[src/inc/pctrim_pkg.sv]
// Package for the second-bank peripheral clock gate and RC trim block.
// Assumes an APB slave with 32-bit data and byte addressing.
package pctrim_pkg;
   // ----------------------------------------------------------------
   // Register byte addresses
   // ----------------------------------------------------------------
   localparam logic [31:0] ADDR_CLOCK_ON    = 32'h400E0500;
   localparam logic [31:0] ADDR_CLOCK_OFF   = 32'h400E0504;
   localparam logic [31:0] ADDR_CLOCK_STATE = 32'h400E0508;
   localparam logic [31:0] ADDR_RC_TRIM     = 32'h400E0510;
   localparam logic [31:0] ADDR_WRITE_LOCK  = 32'h400E04E4;
   // ----------------------------------------------------------------
   // Field layout and reset values
   // ----------------------------------------------------------------
   localparam int          NUM_PERIPH        = 12;
   localparam logic [11:0] CLOCK_STATE_RESET = 12'h000;
   localparam logic [11:0] IMPLEMENTED_MASK  = 12'hFFF;
   localparam int          TRIM_WIDTH        = 7;
   localparam int          TRIM_LOW_POS      = 0;
   localparam int          TRIM_MID_POS      = 8;
   localparam int          TRIM_HIGH_POS     = 16;
   localparam int          TRIM_SEL_OFS      = 7;
   localparam logic [23:0] RC_TRIM_RESET     = 24'h000000;
   localparam logic [23:0] RC_TRIM_MASK      = 24'hFFFFFF;
   localparam logic [23:0] WRITE_LOCK_KEY    = 24'h504D43;
   localparam int          LOCK_KEY_POS      = 8;
   localparam logic        LOCK_EN_RESET     = 1'b0;
endpackage

[src/inc/pctrim_wr_if.sv]
// Write strobe bundle from the bus decode to the register store.
// Assumes one clock domain; strobes are one-cycle pulses.
`timescale 1ns/1ps
`default_nettype none
interface pctrim_wr_if;
   logic        onWr;
   logic        offWr;
   logic        trimWr;
   logic [31:0] wdata;
   logic [11:0] clockState;
   logic [23:0] trimReg;
   modport master (output onWr, output offWr, output trimWr, output wdata,
                   input clockState, input trimReg);
   modport store  (input onWr, input offWr, input trimWr, input wdata,
                   output clockState, output trimReg);
endinterface
`default_nettype wire

[src/rtl/pctrim_store.sv]
// Register store: peripheral clock state bits and the RC trim register.
// Assumes the caller has already applied the write lock to the strobes.
`timescale 1ns/1ps
`default_nettype none
module pctrim_store (
   // Clock and reset
   input  wire logic  clk_sys,
   input  wire logic  rstn,
   // Write strobes
   pctrim_wr_if.store wr
);
   logic [11:0] clockState_next;
   logic [11:0] setBits;
   logic [11:0] clrBits;

   assign setBits = wr.onWr  ? (wr.wdata[11:0] & pctrim_pkg::IMPLEMENTED_MASK) : 12'h000;
   assign clrBits = wr.offWr ? (wr.wdata[11:0] & pctrim_pkg::IMPLEMENTED_MASK) : 12'h000;

   genvar i;
   generate
      for (i = 0; i < pctrim_pkg::NUM_PERIPH; i++) begin : g_bit
         // Ones switch, zeros leave the bit alone
         assign clockState_next[i] = setBits[i] ? 1'b1 :
                                     clrBits[i] ? 1'b0 :
                                     wr.clockState[i];
      end
   endgenerate

   always_ff @(posedge clk_sys or negedge rstn) begin
      if (!rstn) begin
         wr.clockState <= pctrim_pkg::CLOCK_STATE_RESET;
         wr.trimReg    <= pctrim_pkg::RC_TRIM_RESET;
      end else begin
         wr.clockState <= clockState_next;
         if (wr.trimWr) begin
            wr.trimReg <= wr.wdata[23:0] & pctrim_pkg::RC_TRIM_MASK;
         end
      end
   end
endmodule
`default_nettype wire

[src/rtl/pctrim_top.sv]
// Second-bank peripheral clock gate and RC oscillator trim select.
// Assumes an APB master on clk_sys; factory trims arrive as stable levels.
//
// Functional notes
// - Writing one to an enable bit turns that peripheral clock on.
// - Writing one to a disable bit turns that peripheral clock off.
// - Status bits read one while the clock is on, zero when off.
// - Bits of unimplemented peripherals change nothing.
// - Disable and trim writes are ignored while the write lock is set.
// - Low trim uses bits 6..0 when bit 7 set, else factory value.
// - Mid trim uses bits 14..8 when bit 15 set, else factory value.
// - High trim uses bits 22..16 when bit 23 set, else factory value.
//
// Added by the designer: the APB interface to the registers.
`timescale 1ns/1ps
`default_nettype none
module pctrim_top (
   // Clock and reset
   input  wire logic        clk_sys,
   input  wire logic        rstn,
   // APB slave
   input  wire logic        psel,
   input  wire logic        penable,
   input  wire logic        pwrite,
   input  wire logic [31:0] paddr,
   input  wire logic [31:0] pwdata,
   output logic      [31:0] prdata,
   output logic             pready,
   output logic             pslverr,
   // Factory trims from flash
   input  wire logic [6:0]  factoryTrimLow,
   input  wire logic [6:0]  factoryTrimMid,
   input  wire logic [6:0]  factoryTrimHigh,
   // Clock gates and oscillator trims
   output logic      [11:0] periphClockEn,
   output logic      [6:0]  trimLow,
   output logic      [6:0]  trimMid,
   output logic      [6:0]  trimHigh
);
   // ----------------------------------------------------------------
   // Bus decode
   // ----------------------------------------------------------------
   pctrim_wr_if wr ();

   logic        access;
   logic        wrAccess;
   logic        selOn;
   logic        selOff;
   logic        selState;
   logic        selTrim;
   logic        selLock;
   logic        mapped;
   logic        lockEn_reg;
   logic        keyOk;
   logic [31:0] rdataMux;
   logic [6:0]  trimLow_next;
   logic [6:0]  trimMid_next;
   logic [6:0]  trimHigh_next;

   assign access   = psel & penable;
   assign wrAccess = access & pwrite;
   assign selOn    = (paddr == pctrim_pkg::ADDR_CLOCK_ON);
   assign selOff   = (paddr == pctrim_pkg::ADDR_CLOCK_OFF);
   assign selState = (paddr == pctrim_pkg::ADDR_CLOCK_STATE);
   assign selTrim  = (paddr == pctrim_pkg::ADDR_RC_TRIM);
   assign selLock  = (paddr == pctrim_pkg::ADDR_WRITE_LOCK);
   assign mapped   = selOn | selOff | selState | selTrim | selLock;
   assign pready   = 1'b1;
   // Unmapped addresses answer with an error; writes there change nothing
   assign pslverr  = access & ~mapped;

   assign keyOk = (pwdata[31:pctrim_pkg::LOCK_KEY_POS] == pctrim_pkg::WRITE_LOCK_KEY);

   assign wr.onWr   = wrAccess & selOn;
   assign wr.offWr  = wrAccess & selOff & ~lockEn_reg;
   assign wr.trimWr = wrAccess & selTrim & ~lockEn_reg;
   assign wr.wdata  = pwdata;

   pctrim_store u_store (
      .clk_sys (clk_sys),
      .rstn    (rstn),
      .wr      (wr.store)
   );

   // ----------------------------------------------------------------
   // Write lock
   // ----------------------------------------------------------------
   // A wrong key leaves the lock as it was
   always_ff @(posedge clk_sys or negedge rstn) begin
      if (!rstn) begin
         lockEn_reg <= pctrim_pkg::LOCK_EN_RESET;
      end else if (wrAccess && selLock && keyOk) begin
         lockEn_reg <= pwdata[0];
      end
   end

   // ----------------------------------------------------------------
   // Read data and trim selection
   // ----------------------------------------------------------------
   // Key field always reads as zero
   assign rdataMux = selState ? {20'h00000, wr.clockState} :
                     selTrim  ? {8'h00, wr.trimReg} :
                     selLock  ? {31'h00000000, lockEn_reg} :
                     32'h00000000;

   assign trimLow_next  = wr.trimReg[pctrim_pkg::TRIM_LOW_POS + pctrim_pkg::TRIM_SEL_OFS]
                          ? wr.trimReg[pctrim_pkg::TRIM_LOW_POS +: pctrim_pkg::TRIM_WIDTH]
                          : factoryTrimLow;
   assign trimMid_next  = wr.trimReg[pctrim_pkg::TRIM_MID_POS + pctrim_pkg::TRIM_SEL_OFS]
                          ? wr.trimReg[pctrim_pkg::TRIM_MID_POS +: pctrim_pkg::TRIM_WIDTH]
                          : factoryTrimMid;
   assign trimHigh_next = wr.trimReg[pctrim_pkg::TRIM_HIGH_POS + pctrim_pkg::TRIM_SEL_OFS]
                          ? wr.trimReg[pctrim_pkg::TRIM_HIGH_POS +: pctrim_pkg::TRIM_WIDTH]
                          : factoryTrimHigh;

   // Registered outputs keep trims glitch-free while the selector changes
   always_ff @(posedge clk_sys or negedge rstn) begin
      if (!rstn) begin
         prdata   <= 32'h00000000;
         trimLow  <= 7'h00;
         trimMid  <= 7'h00;
         trimHigh <= 7'h00;
      end else begin
         prdata   <= (psel & ~penable & ~pwrite) ? rdataMux : prdata;
         trimLow  <= trimLow_next;
         trimMid  <= trimMid_next;
         trimHigh <= trimHigh_next;
      end
   end

   assign periphClockEn = wr.clockState;
endmodule
`default_nettype wire

[config.mk]
export PLATFORM = sky130hd
export DESIGN_NAME = pctrim_top
export DESIGN_NICKNAME = d
export VERILOG_FILES = /design/src/inc/pctrim_pkg.sv /design/src/inc/pctrim_wr_if.sv /design/src/rtl/pctrim_store.sv /design/src/rtl/pctrim_top.sv
export SDC_FILE = /design/constraint.sdc
export NUM_CORES = 1
export LEC_CHECK = 0
export BUFFER_PORTS_ARGS = -buffer_cell sky130_fd_sc_hd__buf_4
export CORE_AREA = 2 2 91 93
export CTS_CLUSTER_DIAMETER = 200
export DETAILED_ROUTE_END_ITERATION = 12
export DIE_AREA = 0 0 93 95
export PLACE_DENSITY = 0.89
export REMOVE_ABC_BUFFERS = 1
export SETUP_SLACK_MARGIN = 0.4
export SYNTH_ARGS = -nofsm -noshare
export SYNTH_HDL_FRONTEND = slang
export SYNTH_SLANG_ARGS = --single-unit
[constraint.sdc]
create_clock -name clk_sys -period 2.8 [get_ports clk_sys]
set_input_delay 0.14 -clock clk_sys [delete_from_list [all_inputs] [get_ports clk_sys]]
set_output_delay 0.14 -clock clk_sys [all_outputs]
set_load 0.03 [all_outputs]
==> impl_metrics.ini, run 1 <==
[worst_setup_path]
critPathKind = input pin to output pin
cp.arrival_ns = 1.96
rr_endpoint = u_store.wr.clockState[0]$_DFFE_PN0P_
path_max_fanout = 7
worst_setup_path_start_kind = input pin
rrSetupSlack_ns = 1.20
startpoint = paddr[21]
required_ns = 2.66
r2r-start = lockEn_reg$_DFFE_PN0P_
cp-end-kind = output pin
rr_worst_depth = 4

[grt]
track_usage_pct = 20.4
grt_pass1_wl_um = 13800
antenna_found_initial = 0
overflow = 0
grt_max_degree = 83
grt_pass1_vias = 2839

[clock_tree]
clock_sinks = 82
clk_latency_ns = 0.35
clk_path_buf_depth = 2
clockRootBuffer = clkbuf_8
clkTransAtPathRegs_ns = 0.09
cts_buffers = 9
h-tree-depth = 3
cts_tree = yes
cts_resized = 0

[yosys]
yosysSeqAreaShare_pct = 56.5
yosys_register_bits = 82
syn_inst = 265
postSynthAreaPerCell_um2 = 13.7
yosysWarnings = 0
synth_edf_count = 0
synth_area_um2 = 3630
ys.flop_type = dfrtp_1
synthArstFlopShare_pct = 100
synth.distinct_cells = 42

[cells_and_area]
fin_area_um2 = 5020
final_common_cell = buf_4
area_growth_pct = 38.1
layout_common_cells = buf_4 (152), dfrtp_1 (82), a22o_1 (24), mux2_2 (21), mux2_4 (20)
drive_gt1_share_pct = 52.0
largestRegisters = prdata (24), u_store.wr.trimReg (24), u_store.wr.clockState (12)
num-nets-final = 506
fin_util_pct = 63.3
antenna_cells = 0

[sta]
max_freq_mhz = 476
relSlewSlack_pct = 31.3
final.min_clock_period_ns = 2.10
slew_viol_final = 0
clock_skew_ns = 0.0108
period_share_pct = 75.0
hold_violations = 0
final.setup.tns_ns = 0
setup_viol = 0
rsz0062_at_grt = false
tightest_slew_ns = 1.03

[placement]
port_buffers = 147
placed_area_um2 = 4790
hpwlAfterDp_um = 6560
gp_congestion = 0.777

[routing]
vias = 2768
antenna_left = 0
drc = 0
wire_per_inst_um = 16.9
drt-pass1-iter-count = 4
viasPerCell = 5.26
drt_iter0_markers = 127
wirelength_um = 8880

[min_path]
holdPathEnd = trimLow[6]$_DFF_PN0_
whs_path_depth = 2
holdCritPathClass = input pin to flop
hp-start = factoryTrimLow[6]

[floorplanning]
die_h_um = 95
core_um2 = 7930
die_area_um2 = 8840
die_w_um = 93
ioPinCount = 157
rows = 33
start_util_pct = 45.8

[pwr]
irDropWorstVdd_mv = 0.291
p_total_mw = 2.30
power_density_nw_per_um2 = 459
power_leakage_nw = 2.53

[flow_run]
max-cap-violations = 0

[run_status]
status = complete, no violations
area by class of cell:
cell class	instances	area, um^2
Tap cell	105	131
Sequential cell	82	2050
Timing Repair Buffer	155	1170
Clock inverter	7	76.3
Multi-Input combinational cell	167	1460
Inverter	1	3.75
Clock buffer	9	124
Fill cell	633	2910
cells in the mapped netlist (2+ instances only):
master / count / share of area, %
clkbuf_1: 6 / 0.62
or4_1: 4 / 0.83
nand3_1: 4 / 0.55
nand2_1: 17 / 1.8
nor4_1: 4 / 0.69
a221o_1: 11 / 3.0
mux2_1: 5 / 1.5
nor4b_1: 2 / 0.48
conb_1: 2 / 0.21
buf_2: 2 / 0.28
or4b_1: 3 / 0.83
or3b_2: 2 / 0.48
buf_4: 12 / 2.5
mux2_4: 20 / 8.3
nor2_1: 5 / 0.52
a22o_1: 24 / 5.8
and2_1: 11 / 1.9
nand4b_1: 3 / 0.72
buf_6: 2 / 0.62
dfrtp_1: 82 / 56
mux2_2: 21 / 6.5
nor3_2: 2 / 0.55
nor3_1: 2 / 0.28
metal layers:
layer | global-route usage [%] | vias to the layer above | share of wire, %
met1 | 25.1 | 1363 | 39
met2 | 36.1 | 123 | 53
met4 | 5.02 | 0 | 1.2
li1 | - | 1271 | -
met5 | 0 | - | 0
met3 | 5.43 | 11 | 6.5
where the power goes:
part	internal, mW	switching (mW)	total (mW)
clock network	0.418	0.437	0.855
logic	0.122	0.125	0.247
registers	1.20	0.00461	1.20
total	1.74	0.567	2.30
metrics by stage:
step | hold slack [ns] | instances | setup WS (ns)
6_report | 0.0150 | 526 | 0.701
5_1_grt | 0.000974 | 526 | 0.538
4_1_cts | 0.00508 | 524 | 0.704
3_5_place_dp | 0.377 | 507 | 0.553
3_3_place_gp | 0.362 | 507 | 0.623
2_1_floorplan | -0.156 | 250 | 0.349
worst max path at each step:
stage	endpoint	slack, ns	cells past startpoint
floorplan	u_store.wr.trimReg[0]$_DFFE_PN0P_	0.35	4
global placement	lockEn_reg$_DFFE_PN0P_	0.62	5
detailed placement	u_store.wr.clockState[0]$_DFFE_PN0P_	0.55	6
CTS	pslverr	0.70	7
global route	pslverr	0.54	7
finish	pslverr	0.70	7
cell families after synthesis:
family | after synthesis | share of synthesized area [%]
flip-flops | 82 | 56.5
AND/OR/NAND/NOR | 70 | 12.7
multiplexers | 46 | 16.3
AO/OA/AOI/OAI | 42 | 10.2
buffers and inverters | 23 | 4.10
other | 2 | 0.207
worst max-delay path, stage by stage:
cell and delay, ns:
buf_4 0.11, or4_1 0.56, nor4_4 0.37, nand2_2 0.20, o32ai_1 0.34, nor2_1 0.07, buf_4 0.17
what timing repair did:
item,4_1_cts,5_1_grt
buffers inserted,0,0
hold endpoints to repair,2,2
hold buffers,1,2
No activity file was read; power rests on OpenSTA's default activity.
==> run 2, diff against run 1 <==
Clock period 2.8 ns to 2.13 ns, I/O delays scaled along.
==> run 2 against run 1 <==
Against the previous run: sequential cell count is the same; non-clock buffer count rose by 42; critical path depth up 1; die area unchanged; via count up 9.7%; global-route usage increased by 4.0 points; critical path type unchanged; largest cell class unchanged; highest routed layer unchanged.
==> impl_metrics.ini, run 2 (same netlist as run 1, synthesis figures left out) <==
[routing]
wirelength_um = 10700
viasPerCell = 5.35
drc = 0
drt-pass1-iter-count = 4
wire_per_inst_um = 18.8
vias = 3036
drt_iter0_markers = 87
antenna_left = 0

[sta]
max_freq_mhz = 513
slew_viol_final = 0
relSlewSlack_pct = 53.5
rsz0062_at_grt = true
tightest_slew_ns = 0.695
clock_skew_ns = 0.00906
hold_violations = 0
final.min_clock_period_ns = 1.95
setup_viol = 0
period_share_pct = 91.6

[pwr]
internal_power_mw = 2.55
power_density_nw_per_um2 = 575
switching_share_pct = 22.3
p_clk_share_pct = 40.0
irDropWorstVdd_mv = 0.339
power_leakage_nw = 2.89
netSwitchingPower_mw = 0.732
p_seq_share_pct = 48.2
p_comb_share_pct = 11.8

[flow_run]
max-cap-violations = 0

[placement]
port_buffers = 147
placed_area_um2 = 4890
gp_congestion = 0.800
hpwlAfterDp_um = 6870

[floorplanning]
die_w_um = 93
ioPinCount = 157
rows = 33
start_util_pct = 45.8
core_um2 = 7930
die_h_um = 95
die_area_um2 = 8840

[worst_setup_path]
cp-end-kind = output pin
cp.arrival_ns = 1.84
worst_path_most_repeated_cell = buf_4
crit_chain = buf_6 -> or4_4 -> nor4_4 -> buf_4 -> nand2_4 -> o32ai_4 -> nor2_1 -> buf_4
crit_buf_inv = 3
critPathTopFamily = simple AND/OR/NAND/NOR gates
worst_path_largest_cell_delay_ns = 0.54
required_ns = 2.02
path_max_fanout = 3
critPathKind = input pin to output pin
worst_setup_path_start_kind = input pin
crit_slowest_cell = or4_4

[clock_tree]
cts_buffers = 9
clkTransAtPathRegs_ns = 0.08
h-tree-depth = 3
clockRootBuffer = clkbuf_8
clock_sinks = 82
clk_latency_ns = 0.34
cts_tree = yes
clk_path_buf_depth = 2

[cells_and_area]
drive_gt1_share_pct = 53.7
antenna_cells = 0
largestRegisters = prdata (24), u_store.wr.trimReg (24), u_store.wr.clockState (12)
final_common_cell = buf_4
fin_area_um2 = 5710
num-nets-final = 548
fin_util_pct = 72.0
layout_common_cells = buf_4 (155), dfrtp_1 (82), dlygate4sd3_1 (26), a22o_1 (24), mux2_4 (24)
area_growth_pct = 57.0
fill_cells = 546

[run_status]
status = complete, no violations

[grt]
overflow = 0
grt_pass1_wl_um = 16300
track_usage_pct = 24.4
grt_pass1_vias = 3257
antenna_found_initial = 0
grt_max_degree = 54

[min_path]
holdCritPathClass = input pin to flop
-- run 2: changes by cell type in the layout (fill, tap and decap cells not counted), moves of 4 or more --
cell | before | now
buf_6 | 0 | 5
dlygate4sd3_1 | 3 | 26
mux2_4 | 20 | 24
buf_12 | 0 | 5
mux2_1 | 5 | 1
-- run 2: path summary, 6_finish.rpt --
check | startpoint | end | slack, ns | depth (start not counted)
worst max-delay path | paddr[26] | pslverr | 0.18 | 8
worst min-delay path | pwdata[5] | u_store.wr.trimReg[5]$_DFFE_PN0P_ | 0.02 | 2
worst max register to register | lockEn_reg$_DFFE_PN0P_ | u_store.wr.trimReg[9]$_DFFE_PN0P_ | 0.50 | 4
worst min register to register | prdata[22]$_DFFE_PN0P_ | prdata[22]$_DFFE_PN0P_ | 0.52 | 1
max in group asynchronous | rstn | u_store.wr.clockState[10]$_DFFE_PN0P_ | 1.28 | 3
min in group asynchronous | rstn | lockEn_reg$_DFFE_PN0P_ | 0.25 | 2
-- run 2: area by class of cell --
| class | instances | area [um^2] | area share (%) |
|---|---|---|---|
| timing repair buffer | 197 | 1700 | 29.8 |
| sequential | 82 | 2050 | 36.0 |
| clock buffer | 10 | 128 | 2.24 |
| multi-input combinational | 167 | 1590 | 27.8 |
| tap | 105 | 131 | 2.30 |
| inverter | 1 | 3.75 | 0.0658 |
| clock inverter | 5 | 104 | 1.82 |
-- run 2: per-layer routing --
| metal | share of wire, % | track usage (%) | vias to the layer above |
|---|---|---|---|
| met4 | 2.4 | 8.46 | 0 |
| met5 | 0 | 0 | - |
| met1 | 38 | 28.7 | 1521 |
| met2 | 54 | 44.5 | 142 |
| met3 | 5.7 | 5.03 | 20 |
| li1 | - | - | 1353 |
-- run 2: power by group through the flow --
| stage | clock (mW) | sequential (mW) | combinational (mW) |
|---|---|---|---|
| after global routing | 1.41 | 1.58 | 0.412 |
| after floorplan | 0 | 1.65 | 0.0632 |
| after global placement | 0 | 1.61 | 0.320 |
| after CTS | 1.34 | 1.58 | 0.378 |
| final | 1.31 | 1.58 | 0.387 |
| after detailed placement | 0 | 1.61 | 0.329 |
-- run 2: through the flow --
step	hold slack (ns)	TNS (ns)	std cells	power (mW)	setup slack (ns)
final	0.0178	0	567	3.28	0.179
after floorplan	-0.189	-6.27	250	1.72	-0.287
after global routing	0.00121	0	567	3.41	0.148
after detailed placement	0.0636	-0.0104	512	1.94	-0.00989
after CTS	0.000827	0	563	3.30	0.235
after global placement	0.0576	0	512	1.93	0.0665
-- run 2: timing repair --
| action | in CTS | in global routing |
|---|---|---|
| pin swaps | 7 | 9 |
| setup buffers | 5 | 3 |
| resized for setup | 16 | 17 |
| hold endpoints to repair | 57 | 1 |
| hold buffers | 28 | 1 |
| setup endpoints to repair | 22 | 62 |
| cloned | 3 | 0 |
-- run 2: worst reg2reg max path, stage by stage (launching register included) --
cell,delay (ns)
dfrtp_1,0.41
nor2_1,0.29
nand4_4,0.26
buf_16,0.27
mux2_4,0.30
==> run 3, diff against run 2 <==
Settings changed: CORE_AREA 2 2 91 93 to 2 2 105 107, DIE_AREA 0 0 93 95 to 0 0 107 109, PLACE_DENSITY 0.89 to 0.72.
==> run 3 against run 2 <==
Against the previous run: sequential power about the same; first-iteration DRC count increased by 18%; fmax increased by 0.73%; critical path depth unchanged; final cell count increased by 11%; cell area increased by 2.7%; combinational power increased by 5%; sequential cell count unchanged; core utilization decreased by 17 points; highest routed layer unchanged.
==> impl_metrics.ini, run 3 (same netlist as run 1, synthesis figures left out) <==
[run_status]
status = complete, no violations

[routing]
dr_wl_met2_um = 5550
viasPerCell = 4.93
antenna_left = 0
dr_wl_met3_um = 559
top_layer = met4
drc = 0
wirelength_um = 10700
vias = 3091
wl_met1_um = 4360
wire_per_inst_um = 17.0
drt_iter0_markers = 103
drt-pass1-iter-count = 4

[worst_setup_path]
cp.arrival_ns = 1.83
worst_setup_path_start_kind = input pin
critPathTopFamily = simple AND/OR/NAND/NOR gates
required_ns = 2.02
crit_chain = buf_6 -> or4_4 -> nor4_4 -> buf_4 -> nand2_4 -> o32ai_2 -> nor2_1 -> buf_4
rr_worst_depth = 4
worst_path_most_repeated_cell = buf_4
path_depth = 8
critPathKind = input pin to output pin
cp-end-kind = output pin
path_max_fanout = 3
worst_path_largest_cell_delay_ns = 0.53
crit_slowest_cell = or4_4
crit_buf_inv = 3

[pwr]
power_leakage_nw = 2.93
p_total_mw = 3.24
power_density_nw_per_um2 = 553
irDropWorstVdd_mv = 0.374

[grt]
grt_max_degree = 46
track_usage_pct = 18.3
antenna_found_initial = 0
overflow = 0
grt_pass1_vias = 3223
grt_pass1_wl_um = 16200

[sta]
clock_skew_ns = 0.00588
max_freq_mhz = 516
slew_viol_final = 0
tightest_slew_ns = 0.995
final.min_clock_period_ns = 1.94
setup_slack_ns = 0.193
relSlewSlack_pct = 32.7
rsz0062_at_grt = true
setup_viol = 0
hold_violations = 0
period_share_pct = 90.9

[floorplanning]
start_util_pct = 34.3
ioPinCount = 157
die_h_um = 109
rows = 38
die_w_um = 107
die_area_um2 = 11700
core_um2 = 10600

[cells_and_area]
antenna_cells = 0
largestRegisters = prdata (24), u_store.wr.trimReg (24), u_store.wr.clockState (12)
layout_common_cells = buf_4 (163), dfrtp_1 (82), dlygate4sd3_1 (46), a22o_1 (24)
drive_gt1_share_pct = 51.3
area_growth_pct = 61.2
final_common_cell = buf_4
num-nets-final = 572

[min_path]
holdCritPathClass = input pin to flop
whs_path_depth = 2

[clock_tree]
clock_sinks = 82
clkTransAtPathRegs_ns = 0.08
clk_path_buf_depth = 2
clockRootBuffer = clkbuf_8
h-tree-depth = 3
clk_latency_ns = 0.36
cts_buffers = 9
cts_tree = yes

[placement]
gp_congestion = 0.812
port_buffers = 147
dp_slack_ns = -0.0903
hpwlAfterDp_um = 7050

[flow_run]
max-cap-violations = 0
run 3: cell count changes in the layout (fill, tap and decap cells not counted), moves of 3 or more:
cell	delta
buf_16	-3
mux2_4	-3
mux2_1	+3
buf_4	+8
dlymetal6s4s_1	-3
dlygate4sd3_1	+20
run 3: path summary, 6_finish.rpt:
kind	from	to	slack (ns)
setup / recovery	paddr[26]	pslverr	0.19
hold / removal	pwdata[11]	u_store.wr.clockState[11]$_DFFE_PN0P_	0.02
setup reg to reg	lockEn_reg$_DFFE_PN0P_	u_store.wr.trimReg[2]$_DFFE_PN0P_	0.68
hold reg to reg	prdata[16]$_DFFE_PN0P_	prdata[16]$_DFFE_PN0P_	0.51
max in group asynchronous	rstn	prdata[5]$_DFFE_PN0P_	1.21
min in group asynchronous	rstn	prdata[14]$_DFFE_PN0P_	0.30
run 3: power breakdown:
part	switching (mW)	total, mW	internal [mW]
Combinational	0.185	0.405	0.220
Sequential	0.00610	1.58	1.57
Clock	0.568	1.26	0.689
run 3: what timing repair did:
item                       in CTS  in global routing
resized for setup               9                 11
pin swaps                       4                  9
gates cloned                    0                  2
setup buffers                   6                  6
hold endpoints to repair       99                  0
hold buffers                   46                  0
setup endpoints to repair      36                 61
run 3: area by class of cell:
cell class | instances | area, um^2
flip-flops and latches | 82 | 2050
clock buffers | 11 | 141
clock inverters | 5 | 77.6
fillers | 904 | 4740
repair buffers | 221 | 1890
multi-input cells | 167 | 1530
inverters | 1 | 3.75
well taps | 140 | 175
run 3: metal layers:
metal / track usage (%) / up-vias
li1: - / 1409
met1: 22.2 / 1525
met2: 32.4 / 142
met3: 3.23 / 15
met4: 7.14 / 0
met5: 0 / -
run 3: stage by stage:
step / setup TNS (ns) / hold slack [ns] / instances / util [%] / instance area, um^2
after floorplan: -6.27 / -0.189 / 250 / - / 3520
after detailed placement: -1.19 / 0.151 / 551 / 46.6 / 4940
after global placement: -0.157 / 0.138 / 551 / 46.6 / 4940
final: 0 / 0.0166 / 627 / 55.3 / 5860
after global routing: 0 / 0.00828 / 627 / 55.3 / 5860
after CTS: 0 / 0.0000131 / 619 / 53.8 / 5700
run 3: worst reg2reg max path, stage by stage (launching register included):
cell and delay (ns):
dfrtp_1 0.42, nor2_1 0.17, nand4_2 0.15, buf_12 0.26
mux2_1 0.34
